==> config.mk <==
export PLATFORM = sky130hd
export DESIGN_NAME = uflt_top
export DESIGN_NICKNAME = d
export VERILOG_FILES = /design/src/uflt_pkg.sv /design/src/uflt_top.sv /design/src/uflt_timer.sv
export SDC_FILE = /design/constraint.sdc
export NUM_CORES = 1
export LEC_CHECK = 0
export BUFFER_PORTS_ARGS = -buffer_cell sky130_fd_sc_hd__buf_4
export CAP_MARGIN = 40
export CORE_MARGIN = 1
export CORE_UTILIZATION = 60
export DETAILED_ROUTE_END_ITERATION = 6
export PLACE_DENSITY = 0.92
export SYNTH_ARGS = -nofsm -noshare
export SYNTH_HDL_FRONTEND = slang
export SYNTH_SLANG_ARGS = --single-unit
==> constraint.sdc <==
create_clock -name i_clk_sys -period 7.29 [get_ports i_clk_sys]
set_input_delay 0.729 -clock i_clk_sys [delete_from_list [all_inputs] [get_ports i_clk_sys]]
set_output_delay 0.729 -clock i_clk_sys [all_outputs]
set_load 0.02 [all_outputs]
==> src/uflt_pkg.sv <==
// Constants shared by the undercurrent fault response block.
package uflt_pkg;
   // Command codes of the configuration words.
   localparam logic [7:0]  CMD_UC_THRESH     = 8'h4B;
   localparam logic [7:0]  CMD_UC_ACTION     = 8'h4C;
   localparam logic [7:0]  CMD_OT_THRESH     = 8'h4F;
   // Reset values of the configuration words.
   localparam logic [15:0] UC_THRESH_RST     = 16'h0000;
   localparam logic [7:0]  UC_ACTION_RST     = 8'h00;
   localparam logic [15:0] OT_THRESH_RST     = 16'h0000;
   // Field positions inside the action byte.
   localparam int          RESP_MSB          = 7;
   localparam int          RESP_LSB          = 6;
   localparam int          RETRY_MSB         = 5;
   localparam int          RETRY_LSB         = 3;
   localparam int          DELAY_MSB         = 2;
   localparam int          DELAY_LSB         = 0;
   // Response field encodings.
   localparam logic [1:0]  RESP_IGNORE       = 2'h0;
   localparam logic [1:0]  RESP_DELAY_RETRY  = 2'h1;
   localparam logic [1:0]  RESP_DISABLE      = 2'h2;
   localparam logic [1:0]  RESP_HOLD_OFF     = 2'h3;
   // Retry field encodings.
   localparam logic [2:0]  RETRY_NONE        = 3'h0;
   localparam logic [2:0]  RETRY_FOREVER     = 3'h7;
   // Timing: unit times in microseconds, clock in MHz.
   localparam int          CLK_MHZ           = 125;
   localparam int          OPER_UNIT_US      = 10000;
   localparam int          RETRY_UNIT_US     = 8200;
   localparam int          OPER_UNIT_CYC     = OPER_UNIT_US * CLK_MHZ;
   localparam int          RETRY_UNIT_CYC    = RETRY_UNIT_US * CLK_MHZ;
   localparam int          UNIT_CNT_W        = 21;
endpackage

==> src/uflt_top.sv <==
// Undercurrent fault response controller with its configuration words.
// Functional notes
// Keep 8-bit undercurrent action byte at command code 0x4C.
// Any undercurrent fault drives alert low and sets fault flag.
// Fault sets only the undercurrent status bit.
// Response 00 keeps output running despite the fault.
// Response 01 runs for delay, then retries if fault remains; the code follows the retry field, latching off for retry 000.
// Response 10 disables output at once, then follows retry field.
// Response 11 holds output off until fault disappears.
// Retry 000 never restarts; output off until fault cleared.
// Retry 001..110 allow 1..6 restarts, then latch off.
// Retry 111 retries forever until off, bias lost, other fault; the code has no bias-lost input, so only off or other fault ends it.
// Restart attempts start spaced by delay field times retry unit.
// Delay field 0..7 counts zero to seven units directly.
// Keep-operating delay uses 10 ms per unit.
// Retry spacing uses 8.2 ms per unit.
// Keep 16-bit over-temperature threshold at command code 0x4F.
// Keep 16-bit undercurrent threshold at command code 0x4B.
// Fault declared when measured current is below threshold.
`timescale 1ns/1ps
`default_nettype none
module uflt_top
#(
   parameter int P_OPER_UNIT_CYC  = uflt_pkg::OPER_UNIT_CYC,
   parameter int P_RETRY_UNIT_CYC = uflt_pkg::RETRY_UNIT_CYC
)
(
   input  wire logic        i_clk_sys,
   input  wire logic        i_rst_n,
   input  wire logic        i_wr_en,
   input  wire logic        i_rd_en,
   input  wire logic [7:0]  i_cmd_code,
   input  wire logic [15:0] i_wr_data,
   input  wire logic [15:0] i_iout_meas,
   input  wire logic        i_output_on,
   input  wire logic        i_other_shutdown,
   input  wire logic        i_clear_fault,
   output logic [15:0]      o_rd_data,
   output logic             o_rd_valid,
   output logic             o_output_en,
   output logic             o_alert_line_n,
   output logic             o_status_uc,
   output logic [15:0]      o_overtemp_trip_threshold
);
   typedef enum logic [2:0] {
      ST_RUN,
      ST_OPER_DELAY,
      ST_OFF_WAIT,
      ST_RESTART,
      ST_LATCHED,
      ST_HOLD_OFF
   } uflt_state_e;

   localparam logic [uflt_pkg::UNIT_CNT_W-1:0] OPER_CYC =
      uflt_pkg::UNIT_CNT_W'(P_OPER_UNIT_CYC);
   localparam logic [uflt_pkg::UNIT_CNT_W-1:0] RETRY_CYC =
      uflt_pkg::UNIT_CNT_W'(P_RETRY_UNIT_CYC);

   // Picks the state that a fault which turns the output off leads to.
   function automatic uflt_state_e off_target(input logic [2:0] retries);
      return (retries == uflt_pkg::RETRY_NONE) ? ST_LATCHED : ST_OFF_WAIT;
   endfunction

   uflt_state_e  state_r;
   uflt_state_e  state_nxt;
   logic [7:0]   uc_action_r;
   logic [15:0]  uc_thresh_r;
   logic [2:0]   attempts_r;
   logic [2:0]   attempts_nxt;
   logic         status_nxt;
   logic         en_nxt;
   logic         tmr_load;
   logic         tmr_oper;
   logic         tmr_done;
   logic [uflt_pkg::UNIT_CNT_W-1:0] tmr_cycles;

   wire          wr_uc_thresh = i_wr_en &&
                                (i_cmd_code == uflt_pkg::CMD_UC_THRESH);
   wire          wr_uc_action = i_wr_en &&
                                (i_cmd_code == uflt_pkg::CMD_UC_ACTION);
   wire          wr_ot_thresh = i_wr_en &&
                                (i_cmd_code == uflt_pkg::CMD_OT_THRESH);
   wire [1:0]    resp_mode    =
      uc_action_r[uflt_pkg::RESP_MSB:uflt_pkg::RESP_LSB];
   wire [2:0]    retry_set    =
      uc_action_r[uflt_pkg::RETRY_MSB:uflt_pkg::RETRY_LSB];
   wire [2:0]    delay_units  =
      uc_action_r[uflt_pkg::DELAY_MSB:uflt_pkg::DELAY_LSB];
   wire          fault_raw    = (i_iout_meas < uc_thresh_r);
   wire          uc_fault     = fault_raw && o_output_en;
   wire          run_ok       = i_output_on && !i_other_shutdown;
   wire          more_retries = (retry_set == uflt_pkg::RETRY_FOREVER) ||
                                (attempts_r < retry_set);
   wire [15:0]   rd_mux       =
      (i_cmd_code == uflt_pkg::CMD_UC_THRESH) ? uc_thresh_r :
      (i_cmd_code == uflt_pkg::CMD_UC_ACTION) ? {8'h00, uc_action_r} :
      (i_cmd_code == uflt_pkg::CMD_OT_THRESH) ? o_overtemp_trip_threshold :
      16'h0000;

   // Configuration words and read port.
   always_ff @(posedge i_clk_sys)
   begin
      if (!i_rst_n)
      begin
         uc_thresh_r               <= uflt_pkg::UC_THRESH_RST;
         uc_action_r               <= uflt_pkg::UC_ACTION_RST;
         o_overtemp_trip_threshold <= uflt_pkg::OT_THRESH_RST;
         o_rd_data                 <= 16'h0000;
         o_rd_valid                <= 1'b0;
      end
      else
      begin
         if (wr_uc_thresh)
            uc_thresh_r <= i_wr_data;
         if (wr_uc_action)
            uc_action_r <= i_wr_data[7:0];
         if (wr_ot_thresh)
            o_overtemp_trip_threshold <= i_wr_data;
         o_rd_valid <= i_rd_en;
         o_rd_data  <= i_rd_en ? rd_mux : 16'h0000;
      end
   end

   // The delay field is used directly as a unit count.
   uflt_timer u_timer
   (
      .i_clk_sys     (i_clk_sys),
      .i_rst_n       (i_rst_n),
      .i_load        (tmr_load),
      .i_units       (delay_units),
      .i_unit_cycles (tmr_cycles),
      .i_abort       (!run_ok),
      .o_done        (tmr_done)
   );
   assign tmr_cycles = tmr_oper ? OPER_CYC : RETRY_CYC;

   // Response sequencing.
   always_comb
   begin
      state_nxt    = state_r;
      attempts_nxt = attempts_r;
      tmr_load     = 1'b0;
      tmr_oper     = 1'b0;
      case (state_r)
         ST_RUN:
         begin
            attempts_nxt = 3'h0;
            if (uc_fault)
            begin
               case (resp_mode)
                  uflt_pkg::RESP_IGNORE:
                     state_nxt = ST_RUN;
                  uflt_pkg::RESP_DELAY_RETRY:
                  begin
                     state_nxt = ST_OPER_DELAY;
                     tmr_load  = 1'b1;
                     tmr_oper  = 1'b1;
                  end
                  uflt_pkg::RESP_DISABLE:
                  begin

                     state_nxt = off_target(retry_set);
                     tmr_load  = 1'b1;
                  end
                  default:
                     state_nxt = ST_HOLD_OFF;
               endcase
            end
         end
         ST_OPER_DELAY:
         begin
            if (tmr_done && fault_raw)
            begin

               state_nxt = off_target(retry_set);
               tmr_load  = 1'b1;
            end
            else if (tmr_done)
               state_nxt = ST_RUN;
         end
         ST_OFF_WAIT:
         begin
            if (tmr_done)
            begin
               state_nxt    = ST_RESTART;
               tmr_load     = 1'b1;
               attempts_nxt = attempts_r + 3'h1;
            end
         end
         ST_RESTART:
         begin
            if (tmr_done && !fault_raw)
               state_nxt = ST_RUN;
            else if (tmr_done && more_retries)
            begin

               tmr_load = 1'b1;
               if (retry_set != uflt_pkg::RETRY_FOREVER)
                  attempts_nxt = attempts_r + 3'h1;
            end
            else if (tmr_done)
               state_nxt = ST_LATCHED;
         end
         ST_LATCHED:
         begin
            if (i_clear_fault)
               state_nxt = ST_RUN;
         end
         ST_HOLD_OFF:
         begin
            if (!fault_raw)
               state_nxt = ST_RUN;
         end
         default:
            state_nxt = ST_RUN;
      endcase
      // Being commanded off or shut down by another fault ends retrying.
      if (!run_ok)
      begin
         state_nxt    = ST_RUN;
         attempts_nxt = 3'h0;
         tmr_load     = 1'b0;
      end
   end

   assign en_nxt = run_ok &&
                   ((state_nxt == ST_RUN) || (state_nxt == ST_OPER_DELAY) ||
                    (state_nxt == ST_RESTART));
   // Set wins over a simultaneous clear.
   assign status_nxt = (o_status_uc && !i_clear_fault) || uc_fault;

   always_ff @(posedge i_clk_sys)
   begin
      if (!i_rst_n)
      begin
         state_r        <= ST_RUN;
         attempts_r     <= 3'h0;
         o_output_en    <= 1'b0;
         o_status_uc    <= 1'b0;
         o_alert_line_n <= 1'b1;
      end
      else
      begin
         state_r        <= state_nxt;
         attempts_r     <= attempts_nxt;
         o_output_en    <= en_nxt;
         o_status_uc    <= status_nxt;
         o_alert_line_n <= !status_nxt;
      end
   end
endmodule
`default_nettype wire

==> src/uflt_timer.sv <==
// Delay timer counting a number of units of a loadable cycle length.
`timescale 1ns/1ps
`default_nettype none
module uflt_timer
(
   input  wire logic                        i_clk_sys,
   input  wire logic                        i_rst_n,
   input  wire logic                        i_load,
   input  wire logic [2:0]                  i_units,
   input  wire logic [uflt_pkg::UNIT_CNT_W-1:0] i_unit_cycles,
   input  wire logic                        i_abort,
   output logic                             o_done
);
   logic [2:0]                      units_r;
   logic [uflt_pkg::UNIT_CNT_W-1:0] cyc_r;
   logic [uflt_pkg::UNIT_CNT_W-1:0] reload_r;
   logic                            busy_r;
   logic                            last_unit;
   logic                            unit_end;

   assign last_unit = (units_r == 3'h0);
   assign unit_end  = (cyc_r == '0);

   // A count of zero units finishes one cycle after the load.
   always_ff @(posedge i_clk_sys)
   begin
      if (!i_rst_n || i_abort)
      begin
         busy_r   <= 1'b0;
         units_r  <= 3'h0;
         cyc_r    <= '0;
         reload_r <= '0;
         o_done   <= 1'b0;
      end
      else if (i_load)
      begin
         busy_r   <= 1'b1;
         units_r  <= i_units;
         cyc_r    <= i_unit_cycles - 1'b1;
         reload_r <= i_unit_cycles - 1'b1;
         o_done   <= 1'b0;
      end
      else
      begin
         o_done <= busy_r && last_unit;
         if (busy_r && last_unit)
            busy_r <= 1'b0;
         else if (busy_r && unit_end)
         begin
            units_r <= units_r - 3'h1;
            cyc_r   <= reload_r;
         end
         else if (busy_r)
            cyc_r <= cyc_r - 1'b1;
      end
   end
endmodule
`default_nettype wire

==> run_results.csv, run 1 <==
group,metric,value,unit
finish,drive_gt1_share,18.2,%
clock_network,post_cts_buffers,0,
drt,viasPerCell,6.16,
sta,fin_crit_sh,42.2,%
synth,syn_inst,586,
sta,rsz0062_at_grt,"false",
clock_network,clock-sinks,95,
floorplanning,die_w,90.9,um
sta,fin_setup_tns,0,ns
synth,avgSynthCellArea,8.09,um^2
placement,post-dp-hpwl,8620,um
finish,nets,726,
drt,first_iter_violations,520,
floorplanning,start_util,61.6,%
clock_network,cts_tree,"yes",
synth,async_flop_share,0,%
drt,ant_nets,0,
critical_path,worstSetupEndpointType,"register",
synth,synth_top_family_by_area,"compound AO/OA/AOI/OAI gates",
synth,yosysWarnings,0,
global_routing,grtUsageTotal,30.9,%
synth,synthSimpleGateAreaFrac,23.0,%
sta,fmax,325,MHz
critical_path,cp-start-kind,"input pin",
floorplanning,die_h,90.9,um
outcome,outcome,"finished, final reports clean",
synth,synth_fa_ha_area_share,6.34,%
synth,synth_xor_area_share,0.555,%
power,p_per_area,164,nW/um^2
finish,area_growth,18.6,%
power,power.total,0.921,mW
sta,hold_viol,0,
sta,finalWorstSetupSlack,4.21,ns
synth,muxShareOfSynthArea,0.845,%
synth,syn_area,4740,um^2
critical_path,crit_fanout,26,
synth,synth_edf_count,0,
synth,synth_nets,657,
global_routing,grt_overflow_total,0,
sta,drv_slew,0,
placement,pre_cts_ws,3.91,ns
synth,synth-compound-area-share,23.6,%
floorplanning,design.core.area,7690,um^2
job,drv_cap,0,
synth,synth_seq_cells,95,
floorplanning,io-pin-count,83,
placement,portBuffers,82,
floorplanning,rows,32,
finish,final_common_cell,"dfxtp_1",
sta,slew_headroom,40.4,%
finish,fin_area,5620,um^2
finish,final_cell_mix,"95 x dfxtp_1, 88 x buf_4, 82 x nand2_1, 53 x nor2_1, 50 x a21oi_1",
power,ir_drop,0.117,mV
sta,worst_slew_pin_slew,0.894,ns
clock_network,numCtsBuffers,9,
sta,min_period,3.08,ns
clock_network,cts_buffer_depth,2,
critical_path,crit_arrival,3.37,ns
drt,num_vias,4694,
drt,routedWlPerCell,16.1,um
drt,firstDrtPassIters,5,
global_routing,grt_pass1_vias,4391,
clock_network,clk_pin_slew,0.10,ns
clock_network,cts_root_buf,"clkbuf_8",
synth,seq_area_frac_synth,40.1,%
clock_network,ctsResizeCount,0,
finish,diodes,0,
synth,synth_cell_types,60,
drt,wl,12300,um
min_path,hp-class,"reg2reg",
placement,place_area,5430,um^2
clock_network,htree_num_levels,3,
sta,whs,0.477,ns
clock_network,cts_hold_buf,0,
sta,setup_viol,0,
synth,synthFlopType,"dfxtp_1",
power,leakage,2.09,nW
critical_path,worst_ep_required_time,7.58,ns
critical_path,crit_type,"in2reg",
global_routing,grt_start_max_net_pins,44,
drt,drc,0,
placement,routabilityCongestion,0.900,
sta,fin_worst_skew,0.0150,ns
clock_network,clkLatencyLatePin,0.36,ns
global_routing,grt_pass1_wl,20600,um
global_routing,antenna_found_initial,0,
floorplanning,die_area,8260,um^2
[cells in the mapped netlist (4+ instances only)]
cell type	n	area, um^2
inv_1	34	128
a222oi_1	8	80.1
nor2_1	53	199
ha_1	24	300
or3_1	6	37.5
clkbuf_1	28	105
nand2b_1	4	25.0
nor3_1	16	80.1
a22oi_1	10	75.1
mux2i_1	4	40.0
o21ai_0	15	75.1
nand3_1	37	185
nor2b_1	5	31.3
a211oi_1	5	37.5
nand2_1	82	308
a31oi_1	5	31.3
a21boi_0	40	300
dfxtp_1	95	1900
a21oi_1	50	250
[path summary, 6_finish.rpt]
kind                                                 endpoint                           from  depth (start not counted)  slack, ns
worst min register to register  u_timer.cyc_r[4]$_SDFFE_PN0P_  u_timer.cyc_r[4]$_SDFFE_PN0P_                          2       0.48
worst min-delay path            u_timer.cyc_r[4]$_SDFFE_PN0P_  u_timer.cyc_r[4]$_SDFFE_PN0P_                          2       0.48
worst max register to register  u_timer.cyc_r[5]$_SDFFE_PN0P_   uc_thresh_r[15]$_SDFFE_PN0P_                          8       4.22
worst max-delay path            u_timer.cyc_r[5]$_SDFFE_PN0P_                i_iout_meas[15]                          8       4.21
[worst max-delay path: stages]
cell and delay [ns]:
buf_4 0.11, ha_1 0.31, nand4_1 0.12, or3_1 0.36
o21ai_1 0.41, a211o_1 0.80, o221ai_1 0.29, a21oi_1 0.24
[routing by layer]
metal  global-route usage (%)  share of wire (%)  vias to the layer above
met3                     6.06                8.5                       26
met4                     11.9                1.9                        0
met5                        0                  0                        -
met2                     50.6                 49                      254
met1                     40.0                 41                     2192
li1                         -                  -                     2222
[state kept, by name (all words and copies together), names as in the netlist]
signal	flops
state_r	3
attempts_r	3
o_status_uc	1
u_timer.busy_r	1
o_rd_valid	1
u_timer.o_done	1
uc_action_r	8
o_rd_data	16
o_overtemp_trip_threshold	16
uc_thresh_r	16
o_output_en	1
u_timer.cyc_r	21
o_alert_line_n	1
u_timer.units_r	3
u_timer.reload_r	3
[cell type report]
class                   count  area, um^2
clock inverters             7        71.3
inverters                  34         128
repair buffers             90         687
multi-input cells         425        2580
well taps                 102         128
fillers                   590        2070
flip-flops and latches     95        1900
clock buffers               9         124
[report_power, final]
group	internal (mW)	leakage, nW	total (mW)	switching [mW]
sequential	0.519	0.765	0.520	0.000658
clock	0.159	0.0916	0.347	0.189
combinational	0.0269	1.23	0.0534	0.0266
total	0.705	2.09	0.921	0.216
[cell families (layout without fill, tap and decap cells)]
kind of cell / count (synthesis) / count (layout)
DFF: 95 / 95
and+or+nand+nor: 229 / 229
buffers and inverters: 66 / 140
muxes: 4 / 4
AOI/OAI and AO/OA: 165 / 165
adders and majority gates: 24 / 24
xor gates and xnor gates: 3 / 3
[through the flow]
step,utilization (%),instances
after floorplan,-,586
after global placement,70.1,743
after detailed placement,70.6,746
after CTS,73.1,762
after global routing,73.1,762
final,73.1,762
Note: power is estimated with default switching activity, not from simulation.
==> run 2: changes to the inputs <==
- CORE_UTILIZATION: 60 -> 51
- PLACE_DENSITY: 0.92 -> 0.84
- clock period: 7.29 -> 2.78 ns (I/O delays scaled with it)
==> run_results.csv, run 2 (synthesis results as in run 1) <==
group,metric,value,unit
drt,top_layer_used,"met4",
floorplanning,die_area,9680,um^2
sta,fmax,393,MHz
drt,first_iter_violations,315,
floorplanning,io-pin-count,83,
floorplanning,rows,34,
finish,fillers,769,
min_path,hp-class,"in2reg",
drt,routedWlPerCell,15.6,um
clock_network,cts_hold_buf,0,
power,leakage,2.13,nW
finish,diodes,0,
placement,post-dp-hpwl,8770,um
sta,worst_slew_pin_slew,0.661,ns
job,drv_cap,0,
drt,wl_met3,1050,um
finish,nets,736,
drt,wl,12100,um
clock_network,clk_pin_slew,0.11,ns
finish,largest-register,"u_timer.cyc_r",
floorplanning,start_util,53.5,%
power,ir_drop,0.244,mV
floorplanning,die_w,98.4,um
global_routing,grt_pass1_wl,20100,um
outcome,outcome,"finished, final reports clean",
sta,min_period,2.54,ns
drt,num_vias,4636,
clock_network,numCtsBuffers,9,
finish,final_common_cell,"buf_4",
global_routing,grt_pass1_vias,4356,
power,p_per_area,420,nW/um^2
clock_network,clkLatencyLatePin,0.36,ns
floorplanning,design.core.area,8850,um^2
clock_network,cts_buffer_depth,2,
global_routing,grtUsageTotal,25.5,%
critical_path,crit_arrival,2.75,ns
drt,viasPerCell,5.96,
critical_path,worst_ep_required_time,2.99,ns
clock_network,clock-sinks,95,
sta,rsz0062_at_grt,"false",
finish,area_growth,19.9,%
drt,ant_nets,0,
drt,drc,0,
drt,wl_met1,5180,um
placement,routabilityCongestion,0.884,
sta,whs,0.154,ns
clock_network,cts_root_buf,"clkbuf_8",
drt,wl_met2,5670,um
sta,fin_worst_skew,0.0154,ns
clock_network,htree_num_levels,3,
critical_path,crit_type,"reg2reg",
sta,setup_viol,0,
clock_network,cts_tree,"yes",
floorplanning,die_h,98.4,um
drt,firstDrtPassIters,5,
sta,fin_setup_tns,0,ns
finish,finalNonFillerCells,778,
global_routing,antenna_found_initial,0,
critical_path,worstSetupEndpointType,"register",
sta,fin_crit_sh,91.5,%
global_routing,grt_start_max_net_pins,44,
finish,final_cell_mix,"100 x buf_4, 95 x dfxtp_1, 82 x nand2_1, 53 x nor2_1, 50 x a21oi_1",
clock_network,post_cts_buffers,0,
critical_path,cp-start-kind,"register",
sta,slew_headroom,56.0,%
sta,drv_slew,0,
finish,largest_reg_flops,21,
clock_network,ctsResizeCount,0,
placement,placed_cells,762,
global_routing,grt_overflow_total,0,
critical_path,crit_fanout,18,
finish,drive_gt1_share,19.4,%
sta,hold_viol,0,
placement,portBuffers,82,
-- run 2: critical path: stages (launching register included) --
cell and delay (ns):
dfxtp_1 0.37, inv_1 0.06, ha_1 0.28, a211oi_1 0.21, o21ai_0 0.11, a21oi_1 0.29, o21ai_1 0.14, a211o_1 0.57
a21oi_1 0.29, a211oi_1 0.08
-- run 2: worst paths after layout --
check                           startpoint                                         to  slack (ns)  cells after the start
max reg2reg    uc_thresh_r[2]$_SDFFE_PN0P_             u_timer.cyc_r[20]$_SDFFE_PN0P_        0.24                      9
min                           i_wr_data[9]  o_overtemp_trip_threshold[9]$_SDFFE_PN0P_        0.15                      3
min reg2reg  u_timer.cyc_r[4]$_SDFFE_PN0P_              u_timer.cyc_r[4]$_SDFFE_PN0P_        0.49                      2
max            uc_thresh_r[2]$_SDFFE_PN0P_             u_timer.cyc_r[20]$_SDFFE_PN0P_        0.24                      9
-- run 2: cell type report --
cell class	instances	area, um^2	share of cell area, %
Multi-Input combinational cell	425	2580	45.4
Sequential cell	95	1900	33.5
Inverter	34	128	2.25
Tap cell	108	135	2.38
Clock buffer	9	124	2.18
Timing Repair Buffer	100	751	13.2
Clock inverter	7	62.6	1.10
-- run 2: power breakdown --
part / internal (mW) / switching, mW / leakage, nW
combinational: 0.0713 / 0.0713 / 1.27
sequential: 1.36 / 0.00152 / 0.765
clock: 0.345 / 0.536 / 0.0927
total: 1.78 / 0.609 / 2.13
-- run 2: per-stage QoR --
step                      setup slack [ns]  util (%)  power (mW)  area (um^2)
after detailed placement             0.221      62.1        1.54         5500
after global placement               0.313      62.1        1.53         5500
after CTS                            0.239      64.2        2.40         5680
after global routing                0.0473      64.2        2.47         5680
final                                0.235      64.2        2.39         5680
after floorplan                      0.318         -        1.46         4740
-- run 2: per-layer routing --
metal	vias to the layer above	global-route usage [%]
met5	-	0
met4	0	9.53
met3	24	4.37
met2	240	40.8
met1	2135	34.5
li1	2237	-
